## src/adcr_pkg.sv

```systemverilog
// Constants and carriers for the converter control and result registers.
// Assumes an 8-bit register port and an external converter core.
package adcr_pkg;
  // Register addresses
  localparam logic [7:0] ADDR_RES_HI  = 8'hF8;
  localparam logic [7:0] ADDR_RES_LO  = 8'hF9;
  localparam logic [7:0] ADDR_CTRL    = 8'hFA;
  localparam logic [7:0] ADDR_IRQ_ST  = 8'hFB;
  localparam logic [7:0] ADDR_IRQ_EN  = 8'hFC;
  localparam logic [7:0] ADDR_IRQ_CLR = 8'hFE;
  // Control register fields
  localparam int CTRL_CH_HI  = 7;
  localparam int CTRL_CH_LO  = 5;
  localparam int CTRL_IE     = 4;
  localparam int CTRL_EOC    = 3;
  localparam int CTRL_CLK_HI = 2;
  localparam int CTRL_CLK_LO = 1;
  localparam int CTRL_START  = 0;
  // Reset values
  localparam logic [7:0] CTRL_RST  = 8'h00;
  localparam logic [1:0] IRQ_RST   = 2'h0;
  localparam logic [9:0] RES_RST   = 10'h000;
  // Interrupt status bits
  localparam int IRQ_DONE    = 0;
  localparam int IRQ_OVERRUN = 1;
  // Clock select codes and divider terminal counts
  localparam logic [1:0] CLK_DIV8 = 2'h0;
  localparam logic [1:0] CLK_DIV4 = 2'h1;
  localparam logic [1:0] CLK_DIV2 = 2'h2;
  localparam logic [1:0] CLK_DIV1 = 2'h3;
  localparam logic [2:0] LIM_DIV8 = 3'h7;
  localparam logic [2:0] LIM_DIV4 = 3'h3;
  localparam logic [2:0] LIM_DIV2 = 3'h1;
  localparam logic [2:0] LIM_DIV1 = 3'h0;
  localparam logic [2:0] CNT_ZERO = 3'h0;

  // Sequencer states
  typedef enum logic [1:0] {
    ST_IDLE = 2'b01,
    ST_CONV = 2'b10
  } adcr_state_t;

  // Request toward the converter core
  typedef struct packed {
    logic       start;
    logic [2:0] channel;
    logic       clkTick;
  } adcr_conv_req_t;

  // Answer from the converter core
  typedef struct packed {
    logic       done;
    logic [9:0] result;
  } adcr_conv_rsp_t;
endpackage

```

## src/adcr_control_regs.sv

```systemverilog
// Control and result registers of the 10-bit converter, with its clock divider.
// Assumes a converter core that starts on a one-cycle pulse and answers
// with a one-cycle done pulse and a 10-bit result.
//
// The address-and-strobe port was left to the implementer.
`timescale 1ns/1ps
`default_nettype none

// Summary of operation
// (RULE_01) Pending flag reads 0 while converting; writing 0 clears it.
// (RULE_02) Finished conversion sets pending flag; writing 1 leaves it alone.
// (RULE_03) Pending flag requests an interrupt only while interrupt enable is 1.
// (RULE_04) Clock select divides oscillator: 00 by 8, 01 by 4.
// (RULE_05) Software keeps the converter clock at or below 4 MHz.
// (RULE_06) Read-only high result register holds upper eight result bits.
// (RULE_07) Read-only low result register holds two low bits in bits 1..0.
// (RULE_08) Writing 1 to start bit converts the selected channel; 0 does nothing.
module adcr_control_regs
  import adcr_pkg::*;
(
  input  wire logic           clk,
  input  wire logic           rst_n,
  input  wire logic [7:0]     regAddr,
  input  wire logic [7:0]     regWrData,
  input  wire logic           regWr,
  input  wire logic           regRd,
  output logic [7:0]          regRdData,
  output adcr_conv_req_t      convReq,
  input  wire adcr_conv_rsp_t convRsp,
  output logic                adcIrq
);

  // Terminal count of the divider for a clock select code
  function automatic logic [2:0] divLimit(input logic [1:0] sel);
    logic [2:0] lim;
    lim = LIM_DIV1;
    unique case (sel)
      CLK_DIV8: lim = LIM_DIV8;
      CLK_DIV4: lim = LIM_DIV4;
      CLK_DIV2: lim = LIM_DIV2;
      CLK_DIV1: lim = LIM_DIV1;
    endcase
    return lim;
  endfunction

  adcr_state_t state_q;
  logic [2:0]  chan_q;
  logic        ie_q;
  logic [1:0]  clkSel_q;
  logic        pend_q;
  logic        start_q;
  logic [2:0]  convCh_q;
  logic [2:0]  divCnt_q;
  logic        tick_q;
  logic [7:0]  resHi_q;
  logic [1:0]  resLo_q;
  logic [1:0]  irqSt_q;
  logic [1:0]  irqEn_q;
  logic [7:0]  rdData_q;
  logic        busy;
  logic        wrCtrl;
  logic        startReq;
  logic        doneEv;
  logic        pendView;
  logic [7:0]  ctrlView;

  // Decoded strobes
  assign busy     = (state_q == ST_CONV);
  assign wrCtrl   = regWr && (regAddr == ADDR_CTRL);
  assign startReq = wrCtrl && regWrData[CTRL_START]; // see RULE_08
  assign doneEv   = busy && convRsp.done;
  assign pendView = pend_q && !busy; // see RULE_01

  // Control register as software sees it; start bit reads 0
  assign ctrlView = {chan_q, ie_q, pendView, clkSel_q, 1'b0};

  // Software-written control fields
  always_ff @(posedge clk)
  begin
    if (!rst_n)
    begin
      chan_q   <= CTRL_RST[CTRL_CH_HI:CTRL_CH_LO];
      ie_q     <= CTRL_RST[CTRL_IE];
      clkSel_q <= CTRL_RST[CTRL_CLK_HI:CTRL_CLK_LO];
    end
    else if (wrCtrl)
    begin
      chan_q   <= regWrData[CTRL_CH_HI:CTRL_CH_LO];
      ie_q     <= regWrData[CTRL_IE];
      clkSel_q <= regWrData[CTRL_CLK_HI:CTRL_CLK_LO];
    end
  end

  // Pending flag: done sets, written 0 clears, set wins
  always_ff @(posedge clk)
  begin
    if (!rst_n)
      pend_q <= CTRL_RST[CTRL_EOC];
    else if (doneEv)
      pend_q <= 1'b1; // see RULE_02
    else if (wrCtrl && !regWrData[CTRL_EOC])
      pend_q <= 1'b0; // see RULE_01
  end

  // Conversion sequencer; a start while busy is dropped
  always_ff @(posedge clk)
  begin
    if (!rst_n)
      state_q <= ST_IDLE;
    else
    begin
      unique case (state_q)
        ST_IDLE: if (startReq) state_q <= ST_CONV; // see RULE_08
        ST_CONV: if (convRsp.done) state_q <= ST_IDLE;
        default: state_q <= ST_IDLE;
      endcase
    end
  end

  // Start pulse and channel held for the converter
  always_ff @(posedge clk)
  begin
    if (!rst_n)
    begin
      start_q  <= 1'b0;
      convCh_q <= CTRL_RST[CTRL_CH_HI:CTRL_CH_LO];
    end
    else
    begin
      start_q <= startReq && !busy; // see RULE_08
      if (startReq && !busy)
        convCh_q <= regWrData[CTRL_CH_HI:CTRL_CH_LO];
    end
  end

  // Converter clock divider, one tick per divided period
  always_ff @(posedge clk)
  begin
    if (!rst_n)
    begin
      divCnt_q <= CNT_ZERO;
      tick_q   <= 1'b0;
    end
    else
    begin
      if (divCnt_q >= divLimit(clkSel_q)) // see RULE_04
        divCnt_q <= CNT_ZERO;
      else
        divCnt_q <= divCnt_q + 3'h1;
      tick_q <= (divCnt_q >= divLimit(clkSel_q));
    end
  end

  // Result capture at the end of a conversion
  always_ff @(posedge clk)
  begin
    if (!rst_n)
    begin
      resHi_q <= RES_RST[9:2];
      resLo_q <= RES_RST[1:0];
    end
    else if (doneEv)
    begin
      resHi_q <= convRsp.result[9:2]; // see RULE_06
      resLo_q <= convRsp.result[1:0]; // see RULE_07
    end
  end

  // Sticky interrupt status, set wins over clear
  always_ff @(posedge clk)
  begin
    if (!rst_n)
      irqSt_q <= IRQ_RST;
    else
    begin
      for (int i = 0; i < 2; i++)
      begin
        if ((i == IRQ_DONE && doneEv) || (i == IRQ_OVERRUN && startReq && busy))
          irqSt_q[i] <= 1'b1;
        else if (regWr && regAddr == ADDR_IRQ_CLR && regWrData[i])
          irqSt_q[i] <= 1'b0;
      end
    end
  end

  // Interrupt enable register
  always_ff @(posedge clk)
  begin
    if (!rst_n)
      irqEn_q <= IRQ_RST;
    else if (regWr && regAddr == ADDR_IRQ_EN)
      irqEn_q <= regWrData[1:0];
  end

  // Read data one cycle after the strobe; unmapped reads give 0
  always_ff @(posedge clk)
  begin
    if (!rst_n)
      rdData_q <= 8'h00;
    else if (regRd)
    begin
      unique case (regAddr)
        ADDR_RES_HI: rdData_q <= resHi_q; // see RULE_06
        ADDR_RES_LO: rdData_q <= {6'h00, resLo_q}; // see RULE_07
        ADDR_CTRL:   rdData_q <= ctrlView;
        ADDR_IRQ_ST: rdData_q <= {6'h00, irqSt_q};
        ADDR_IRQ_EN: rdData_q <= {6'h00, irqEn_q};
        default:     rdData_q <= 8'h00;
      endcase
    end
    else
      rdData_q <= 8'h00;
  end

  // Outputs
  // The request struct has a single driver, so its fields never compete
  assign regRdData       = rdData_q;
  assign convReq         = '{start: start_q, channel: convCh_q, clkTick: tick_q};
  assign adcIrq = (pendView && ie_q) || (|(irqSt_q & irqEn_q)); // see RULE_03

  // Pending reads 0 while converting
  property p_pend_hidden;
    @(posedge clk) disable iff (!rst_n)
    (busy && regRd && regAddr == ADDR_CTRL) |=> !regRdData[CTRL_EOC];
  endproperty
  a_pend_hidden: assert property (p_pend_hidden) // see RULE_01
    else $error("pending flag visible during conversion");

  // Writing 0 clears the flag unless a conversion ends
  property p_pend_clear;
    @(posedge clk) disable iff (!rst_n)
    (wrCtrl && !regWrData[CTRL_EOC] && !doneEv) |=> !pend_q;
  endproperty
  a_pend_clear: assert property (p_pend_clear) // see RULE_01
    else $error("pending flag not cleared by write of 0");

  // End of conversion sets the flag, also against a clear
  property p_pend_set;
    @(posedge clk) disable iff (!rst_n)
    doneEv |=> pend_q;
  endproperty
  a_pend_set: assert property (p_pend_set) // see RULE_02
    else $error("pending flag not set at end of conversion");

  // Writing 1 keeps the flag
  property p_pend_keep;
    @(posedge clk) disable iff (!rst_n)
    (wrCtrl && regWrData[CTRL_EOC] && pend_q) |=> pend_q;
  endproperty
  a_pend_keep: assert property (p_pend_keep) // see RULE_02
    else $error("write of 1 disturbed pending flag");

  // Interrupt follows the visible flag and its enable
  property p_irq;
    @(posedge clk) disable iff (!rst_n)
    (irqSt_q == IRQ_RST) |-> (adcIrq == (pendView && ie_q));
  endproperty
  a_irq: assert property (p_irq) // see RULE_03
    else $error("converter interrupt does not follow flag and enable");

  // Divide by 4 gives a tick every fourth cycle
  property p_div4;
    @(posedge clk) disable iff (!rst_n)
    (tick_q && clkSel_q == CLK_DIV4) ##1 (clkSel_q == CLK_DIV4)[*3]
      |-> !tick_q ##1 tick_q;
  endproperty
  a_div4: assert property (p_div4) // see RULE_04
    else $error("divide by 4 tick spacing wrong");

  // Divide by 8 gives a tick every eighth cycle
  property p_div8;
    @(posedge clk) disable iff (!rst_n)
    (tick_q && clkSel_q == CLK_DIV8) ##1 (clkSel_q == CLK_DIV8)[*7]
      |-> !tick_q ##1 tick_q;
  endproperty
  a_div8: assert property (p_div8) // see RULE_04
    else $error("divide by 8 tick spacing wrong");

  // Upper result bits are captured at the end of a conversion
  property p_res_hi;
    @(posedge clk) disable iff (!rst_n)
    doneEv |=> (resHi_q == $past(convRsp.result[9:2]));
  endproperty
  a_res_hi: assert property (p_res_hi) // see RULE_06
    else $error("upper result bits not captured");

  // Low result register keeps its upper six bits at zero
  property p_res_lo;
    @(posedge clk) disable iff (!rst_n)
    (regRd && regAddr == ADDR_RES_LO)
      |=> (regRdData == {6'h00, $past(resLo_q)});
  endproperty
  a_res_lo: assert property (p_res_lo) // see RULE_07
    else $error("low result register read wrong");

  // Start from idle issues one pulse with the written channel
  property p_start;
    @(posedge clk) disable iff (!rst_n)
    (startReq && !busy)
      |=> (convReq.start && convReq.channel == $past(regWrData[CTRL_CH_HI:CTRL_CH_LO]))
      ##1 !convReq.start;
  endproperty
  a_start: assert property (p_start) // see RULE_08
    else $error("start pulse or channel wrong");

  // Writing 0 to the start bit never starts
  property p_nostart;
    @(posedge clk) disable iff (!rst_n)
    (!startReq) |=> !convReq.start;
  endproperty
  a_nostart: assert property (p_nostart) // see RULE_08
    else $error("conversion started without start bit");

  // A start while converting is dropped but flagged as overrun
  property p_overrun;
    @(posedge clk) disable iff (!rst_n)
    (startReq && busy) |=> irqSt_q[IRQ_OVERRUN];
  endproperty
  a_overrun: assert property (p_overrun) // see RULE_08
    else $error("start during conversion not flagged as overrun");

  // Writing 1 to the clear register drops the done status bit
  property p_irq_clear;
    @(posedge clk) disable iff (!rst_n)
    (regWr && regAddr == ADDR_IRQ_CLR && regWrData[IRQ_DONE] && !doneEv) |=> !irqSt_q[IRQ_DONE];
  endproperty
  a_irq_clear: assert property (p_irq_clear) // see RULE_03
    else $error("done status bit not cleared");

  // Once a conversion ends the pending flag is visible to software
  property p_pend_visible;
    @(posedge clk) disable iff (!rst_n)
    doneEv |=> pendView;
  endproperty
  a_pend_visible: assert property (p_pend_visible) // see RULE_02
    else $error("pending flag hidden after conversion end");

  // Divide by 2 gives a tick every second cycle
  property p_div2;
    @(posedge clk) disable iff (!rst_n)
    (tick_q && clkSel_q == CLK_DIV2) ##1 (clkSel_q == CLK_DIV2)
      |-> !tick_q ##1 tick_q;
  endproperty
  a_div2: assert property (p_div2) // see RULE_04
    else $error("divide by 2 tick spacing wrong");

endmodule

`default_nettype wire

```

## config.mk

```make
export PLATFORM = sky130hd
export DESIGN_NAME = adcr_control_regs
export DESIGN_NICKNAME = d
export VERILOG_FILES = /design/src/adcr_pkg.sv /design/src/adcr_control_regs.sv
export SDC_FILE = /design/constraint.sdc
export NUM_CORES = 1
export LEC_CHECK = 0
export BUFFER_PORTS_ARGS = -buffer_cell sky130_fd_sc_hd__buf_2
export CAP_MARGIN = 25
export CORE_MARGIN = 4
export CORE_UTILIZATION = 55
export DETAILED_ROUTE_END_ITERATION = 6
export GPL_ROUTABILITY_DRIVEN = 0
export PLACE_DENSITY = 0.82
export SKIP_LAST_GASP = 1
export SYNTH_ARGS = -nofsm -noshare
export SYNTH_HDL_FRONTEND = slang
export SYNTH_SLANG_ARGS = --single-unit
```

## constraint.sdc

```tcl
create_clock -name clk -period 4.8 [get_ports clk]
set_clock_uncertainty 0.2 [all_clocks]
set_input_delay 0.72 -clock clk [delete_from_list [all_inputs] [get_ports clk]]
set_output_delay 0.72 -clock clk [all_outputs]
set_load 0.01 [all_outputs]
```

* Yosys cells after proc, flatten, opt, wreduce, memory -nomap -nowiden
Cells that the tools add are included.
Widths: inputs -> output; s select.
** Cells by class
- $add $sub $neg :: 1
- Magnitude comparators :: 1
- Equal/unequal tests :: 13
- Muxes and demuxes :: 12
- Bitwise operators :: 2
- Reduce and logical (&&, ||, !) cells :: 23
** Operator list (count)
- $eq 8x8->1 const B :: 6
- $pmux 8 s5 :: 1
- $logic_and 1x1->1 :: 12
- $pmux 3 s4 :: 1
- $eq 2x2->1 const B :: 3
- $mux 1 :: 6
- $reduce_bool 2->1 :: 3
- $eq 2x1->1 const B :: 2
- $mux 2 :: 2
- $ne 2x2->1 const B :: 2
- $pmux 2 s2 :: 1
- $reduce_and 2->1 :: 2
- $reduce_or 2->1 :: 2
- $add 3x1->3 const B :: 1
- $ge 3x3->1 :: 1
- $mux 3 :: 1
- $and 2x2->2 :: 1
- $logic_not 1->1 :: 2
- $logic_not 2->1 :: 1
- $logic_or 1x1->1 :: 1
- $not 1->1 :: 1
** Storage, ports and cells
- Flip-flop bits (word level) :: 39
- Word-level logic and storage cells :: 67

* Depth between registers and ports, before layout
- Depth after elaboration :: 5
- Depth in mapped cells :: 6
- Gate-level depth less buffers :: 6

* Worst setup path before layout
No wires, ideal clock.
- Path kind :: input to register
- Start :: input regAddr[0]
- End :: register convCh_q[0]
- Library setup time :: 0.116 ns
- Arrival time :: 1.690 ns
- Required time :: 4.484 ns
- Path slack :: 2.794 ns
- Stages :: 5
- Cells stage by stage :: buf_2 > nand4bb_1 > nor4_4 > mux2i_1 > nor2b_1
** On the way
- Word-level cells in the longest chain between the ends :: 4
** Ends and longest elaborated chain
- start: declaration :: RTL line adcr_control_regs.sv:23 : input wire logic [7:0] regAddr,
- $eq 8x8->1 :: RTL line adcr_control_regs.sv:69 : assign wrCtrl = regWr && (regAddr == ADDR_CTRL);
- $logic_and 1x1->1 :: RTL line adcr_control_regs.sv:69
- $logic_and 1x1->1 :: RTL line adcr_control_regs.sv:70 : assign startReq = wrCtrl && regWrData[CTRL_START];
- $logic_and 1x1->1 :: RTL line adcr_control_regs.sv:131 : if (startReq && !busy)
- end signal: assignment :: RTL line adcr_control_regs.sv:126 : convCh_q <= CTRL_RST[CTRL_CH_HI:CTRL_CH_LO];
- end signal: assignment :: RTL line adcr_control_regs.sv:132 : convCh_q <= regWrData[CTRL_CH_HI:CTRL_CH_LO];
- end: declaration :: RTL line adcr_control_regs.sv:52 : logic [2:0] convCh_q;
No other way between the ends.
A chain may end at the register's enable or synchronous reset.

* Final worst setup path
- Start :: register state_q[0]
- End :: output adcIrq
** On the way
- Word-level cells in the longest chain between the ends :: 5
** Ends and longest elaborated chain
- start: declaration :: RTL line adcr_control_regs.sv:46 : adcr_state_t state_q;
- start signal: assignment :: RTL line adcr_control_regs.sv:109 : state_q <= ST_IDLE;
- start signal: assignment :: RTL line adcr_control_regs.sv:113 : ST_IDLE: if (startReq) state_q <= ST_CONV;
- start signal: assignment :: RTL line adcr_control_regs.sv:114 : ST_CONV: if (convRsp.done) state_q <= ST_IDLE;
- $eq 2x2->1 :: RTL line adcr_control_regs.sv:68 : assign busy = (state_q == ST_CONV);
- $logic_not 1->1 :: RTL line adcr_control_regs.sv:72 : assign pendView = pend_q && !busy;
- $logic_and 1x1->1 :: RTL line adcr_control_regs.sv:72
- $logic_and 1x1->1 :: RTL line adcr_control_regs.sv:219 : assign adcIrq = (pendView && ie_q) || (|(irqSt_q & irqEn_q));
- $logic_or 1x1->1 :: RTL line adcr_control_regs.sv:219
- end: declaration :: RTL line adcr_control_regs.sv:30 : output logic adcIrq
No other way between the ends.

==> flow_metrics.py <==
metrics = {
    "outcome": {
        "status": "finished, final reports clean",
    },
    "die": {
        "die_area_um2": 4110,
        "fp.dieH_um": 64.1,
        "start_util_pct": 57.2,
        "rows": 20,
        "core_um2": 3030,
        "ioPinCount": 45,
        "die_w_um": 64.1,
    },
    "timing": {
        "timing_hold_violations_final": 0,
        "fin_setup_tns_ps": 0,
        "rsz0062_at_grt": "false",
        "setup_viol": 0,
        "max_freq_mhz": 485,
        "worst_slew_pin_slew_ps": 613,
        "period_minus_slack_ps": 2060,
        "relSlewSlack_pct": 58.8,
        "post-route-period-util_pct": 42.9,
        "slew_violations": 0,
    },
    "clock_network": {
        "clockRootBuffer": "clkbuf_4",
        "clk_pin_slew_ps": 110,
        "clk_latency_ps": 340,
        "hold_buffers": 0,
        "cts_sinks": 39,
        "htree_levels": 2,
        "cts_tree": "built",
        "numCtsBuffers": 5,
        "post_cts_buffers": 0,
        "ctsLongestPathBuffers": 2,
        "post_cts_resized": 0,
    },
    "grt": {
        "grt_pass1_vias": 1358,
        "grt_first_pass_wirelength_mm": 6.10,
        "antenna_found_initial": 0,
        "grt_max_degree": 32,
        "grt_usage_pct": 19.1,
        "grt_overflow": 0,
    },
    "route": {
        "vias_per_cell": 5.10,
        "drc": 0,
        "wl_per_cell_um": 12.8,
        "firstDrtPassIters": 4,
        "dr.first_iter.drc_count": 80,
        "vias": 1403,
        "ant_nets": 0,
        "wl_mm": 3.53,
    },
    "final_layout": {
        "fin_cells": 275,
        "area_growth_pct": 16.0,
        "fin_nets": 265,
        "layout-drive-gt1-share_pct": 24.7,
        "antenna-diode-count": 0,
    },
    "synthesis": {
        "ys_ff_latch": 39,
        "seq_area_frac_synth_pct": 45.1,
        "synthDistinctLibCells": 32,
        "synthesis.area_um2": 1730,
        "syn_inst": 189,
        "synth_warnings": 0,
        "avgSynthCellArea_um2": 9.16,
        "synth_fp_nets": 224,
    },
    "job": {
        "maxCapViolCount": 0,
    },
    "worst_setup_path": {
        "critPathMaxFanout": 3,
        "cp-start-kind": "register",
        "required_ps": 3880,
        "cp-end-kind": "output port",
        "crit_type": "reg -> out",
        "max_stage_delay_ps": 330,
        "worstPathCellList": "nand2b_1, nand3_1, nand2_1, buf_2",
        "cp_slowest_cell": "dfxtp_1",
        "cp.arrival_ps": 1140,
    },
    "power_and_ir_drop": {
        "vdd_drop_max_mv": 0.201,
        "leakagePower_nw": 0.819,
        "power_density_nw_per_um2": 261,
    },
    "min_path": {
        "holdCritPathClass": "reg -> reg",
    },
    "placed_design": {
        "dp_cells": 267,
        "dp_hpwl_mm": 2.60,
        "numPortBuffers": 44,
    },
}
==> area by class of cell <==
type / instances / area [um2]
clock buffers: 5 / 37.5
clock inverters: 3 / 15.0
fillers: 265 / 1020
inverters: 7 / 26.3
multi-input cells: 133 / 875
flip-flops and latches: 39 / 781
well taps: 44 / 55.1
repair buffers: 44 / 220
==> stage by stage <==
step	area [um2]	hold WS, ps	setup slack, ps	power (W)	utilization, %
after detailed placement	1960	243	2400	0.000374	64.6
after global placement	1960	235	2460	0.000373	64.6
after CTS	2010	259	2730	0.000531	66.4
after floorplan	1730	217	2790	0.000355	-
after global routing	2010	289	2620	0.000554	66.4
final	2010	255	2740	0.000525	66.4
==> synthesized netlist by cell type, drive strengths merged <==
| library cell | instances | area, um2 |
|---|---|---|
| nand3 | 11 | 55.1 |
| and2 | 3 | 18.8 |
| o21a | 1 | 7.51 |
| nor3 | 1 | 5.00 |
| o21ai | 7 | 35.0 |
| a22oi | 1 | 7.51 |
| a41oi | 1 | 8.76 |
| nand4bb | 2 | 22.5 |
| and3b | 1 | 8.76 |
| o211ai | 1 | 7.51 |
| inv | 7 | 26.3 |
| nand2 | 26 | 97.6 |
| nor2 | 15 | 56.3 |
| clkbuf | 4 | 15.0 |
| and3 | 1 | 6.26 |
| nand4 | 1 | 12.5 |
| nand2b | 3 | 18.8 |
| xnor2 | 1 | 8.76 |
| o311ai | 1 | 8.76 |
| a21boi | 12 | 90.1 |
| buf | 6 | 35.0 |
| and4b | 1 | 10.0 |
| or3 | 1 | 6.26 |
| or2 | 1 | 6.26 |
| a31o | 1 | 8.76 |
| ha | 4 | 50.1 |
| nor2b | 12 | 75.1 |
| mux2i | 18 | 180 |
| dfxtp | 39 | 781 |
| nor4 | 2 | 42.5 |
| a21oi | 4 | 20.0 |
==> final timing paths <==
path	cells past startpoint	end	slack (ps)	from
worst max-delay path	4	adcIrq	2740	state_q[0]
worst min-delay path	1	divCnt_q[0]	260	divCnt_q[0]
worst max register to register	4	irqSt_q[0]	3050	state_q[1]
worst min register to register	1	divCnt_q[0]	260	divCnt_q[0]
==> registers in the layout, indices dropped and copies added, names as in the netlist, 2 cells and up <==
signal     cells
irqSt_q        2
resLo_q        2
resHi_q        8
clkSel_q       2
irqEn_q        2
state_q        2
chan_q         3
regRdData      8
divCnt_q       3
convCh_q       3
==> routing by layer <==
metal	global-route usage (%)	routed length, um
met1	23.3	1600
met2	30.8	1630
met3	6.50	243
met4	7.65	55
met5	0	0
==> power breakdown <==
part / switching, W / internal, W / total (W)
registers: 0.00000147 / 0.000326 / 0.000327
clock network: 0.000103 / 0.0000545 / 0.000158
logic: 0.0000210 / 0.0000185 / 0.0000395
total: 0.000126 / 0.000399 / 0.000525
==> critical path, delay by kind of cell, from the launching register on <==
family,cells,cell delay (ps)
flip-flops,1,330
AND/OR/NAND/NOR,3,330
buffers and inverters,1,140
==> cells by family after synthesis <==
logic type / synth area share, %
and+or+nand+nor: 25.5
DFF: 45.1
AOI/OAI and AO/OA: 11.2
muxes: 10.4
buffers and inverters: 4.41
adders and majority gates: 2.89
xor gates and xnor gates: 0.506
==> cells in the final DEF (no fill, tap or decap), drive strengths merged, types with 3 or more instances in the layout <==
master / count
buf: 44
dfxtp: 39
nand2: 26
mux2i: 18
nor2: 15
nor2b: 12
a21boi: 12
nand3: 11
inv: 7
o21ai: 7
clkbuf: 5
a21oi: 4
ha: 4
nand2b: 3
and2: 3
clkinv: 3
Power figures use the tool's default switching activity.
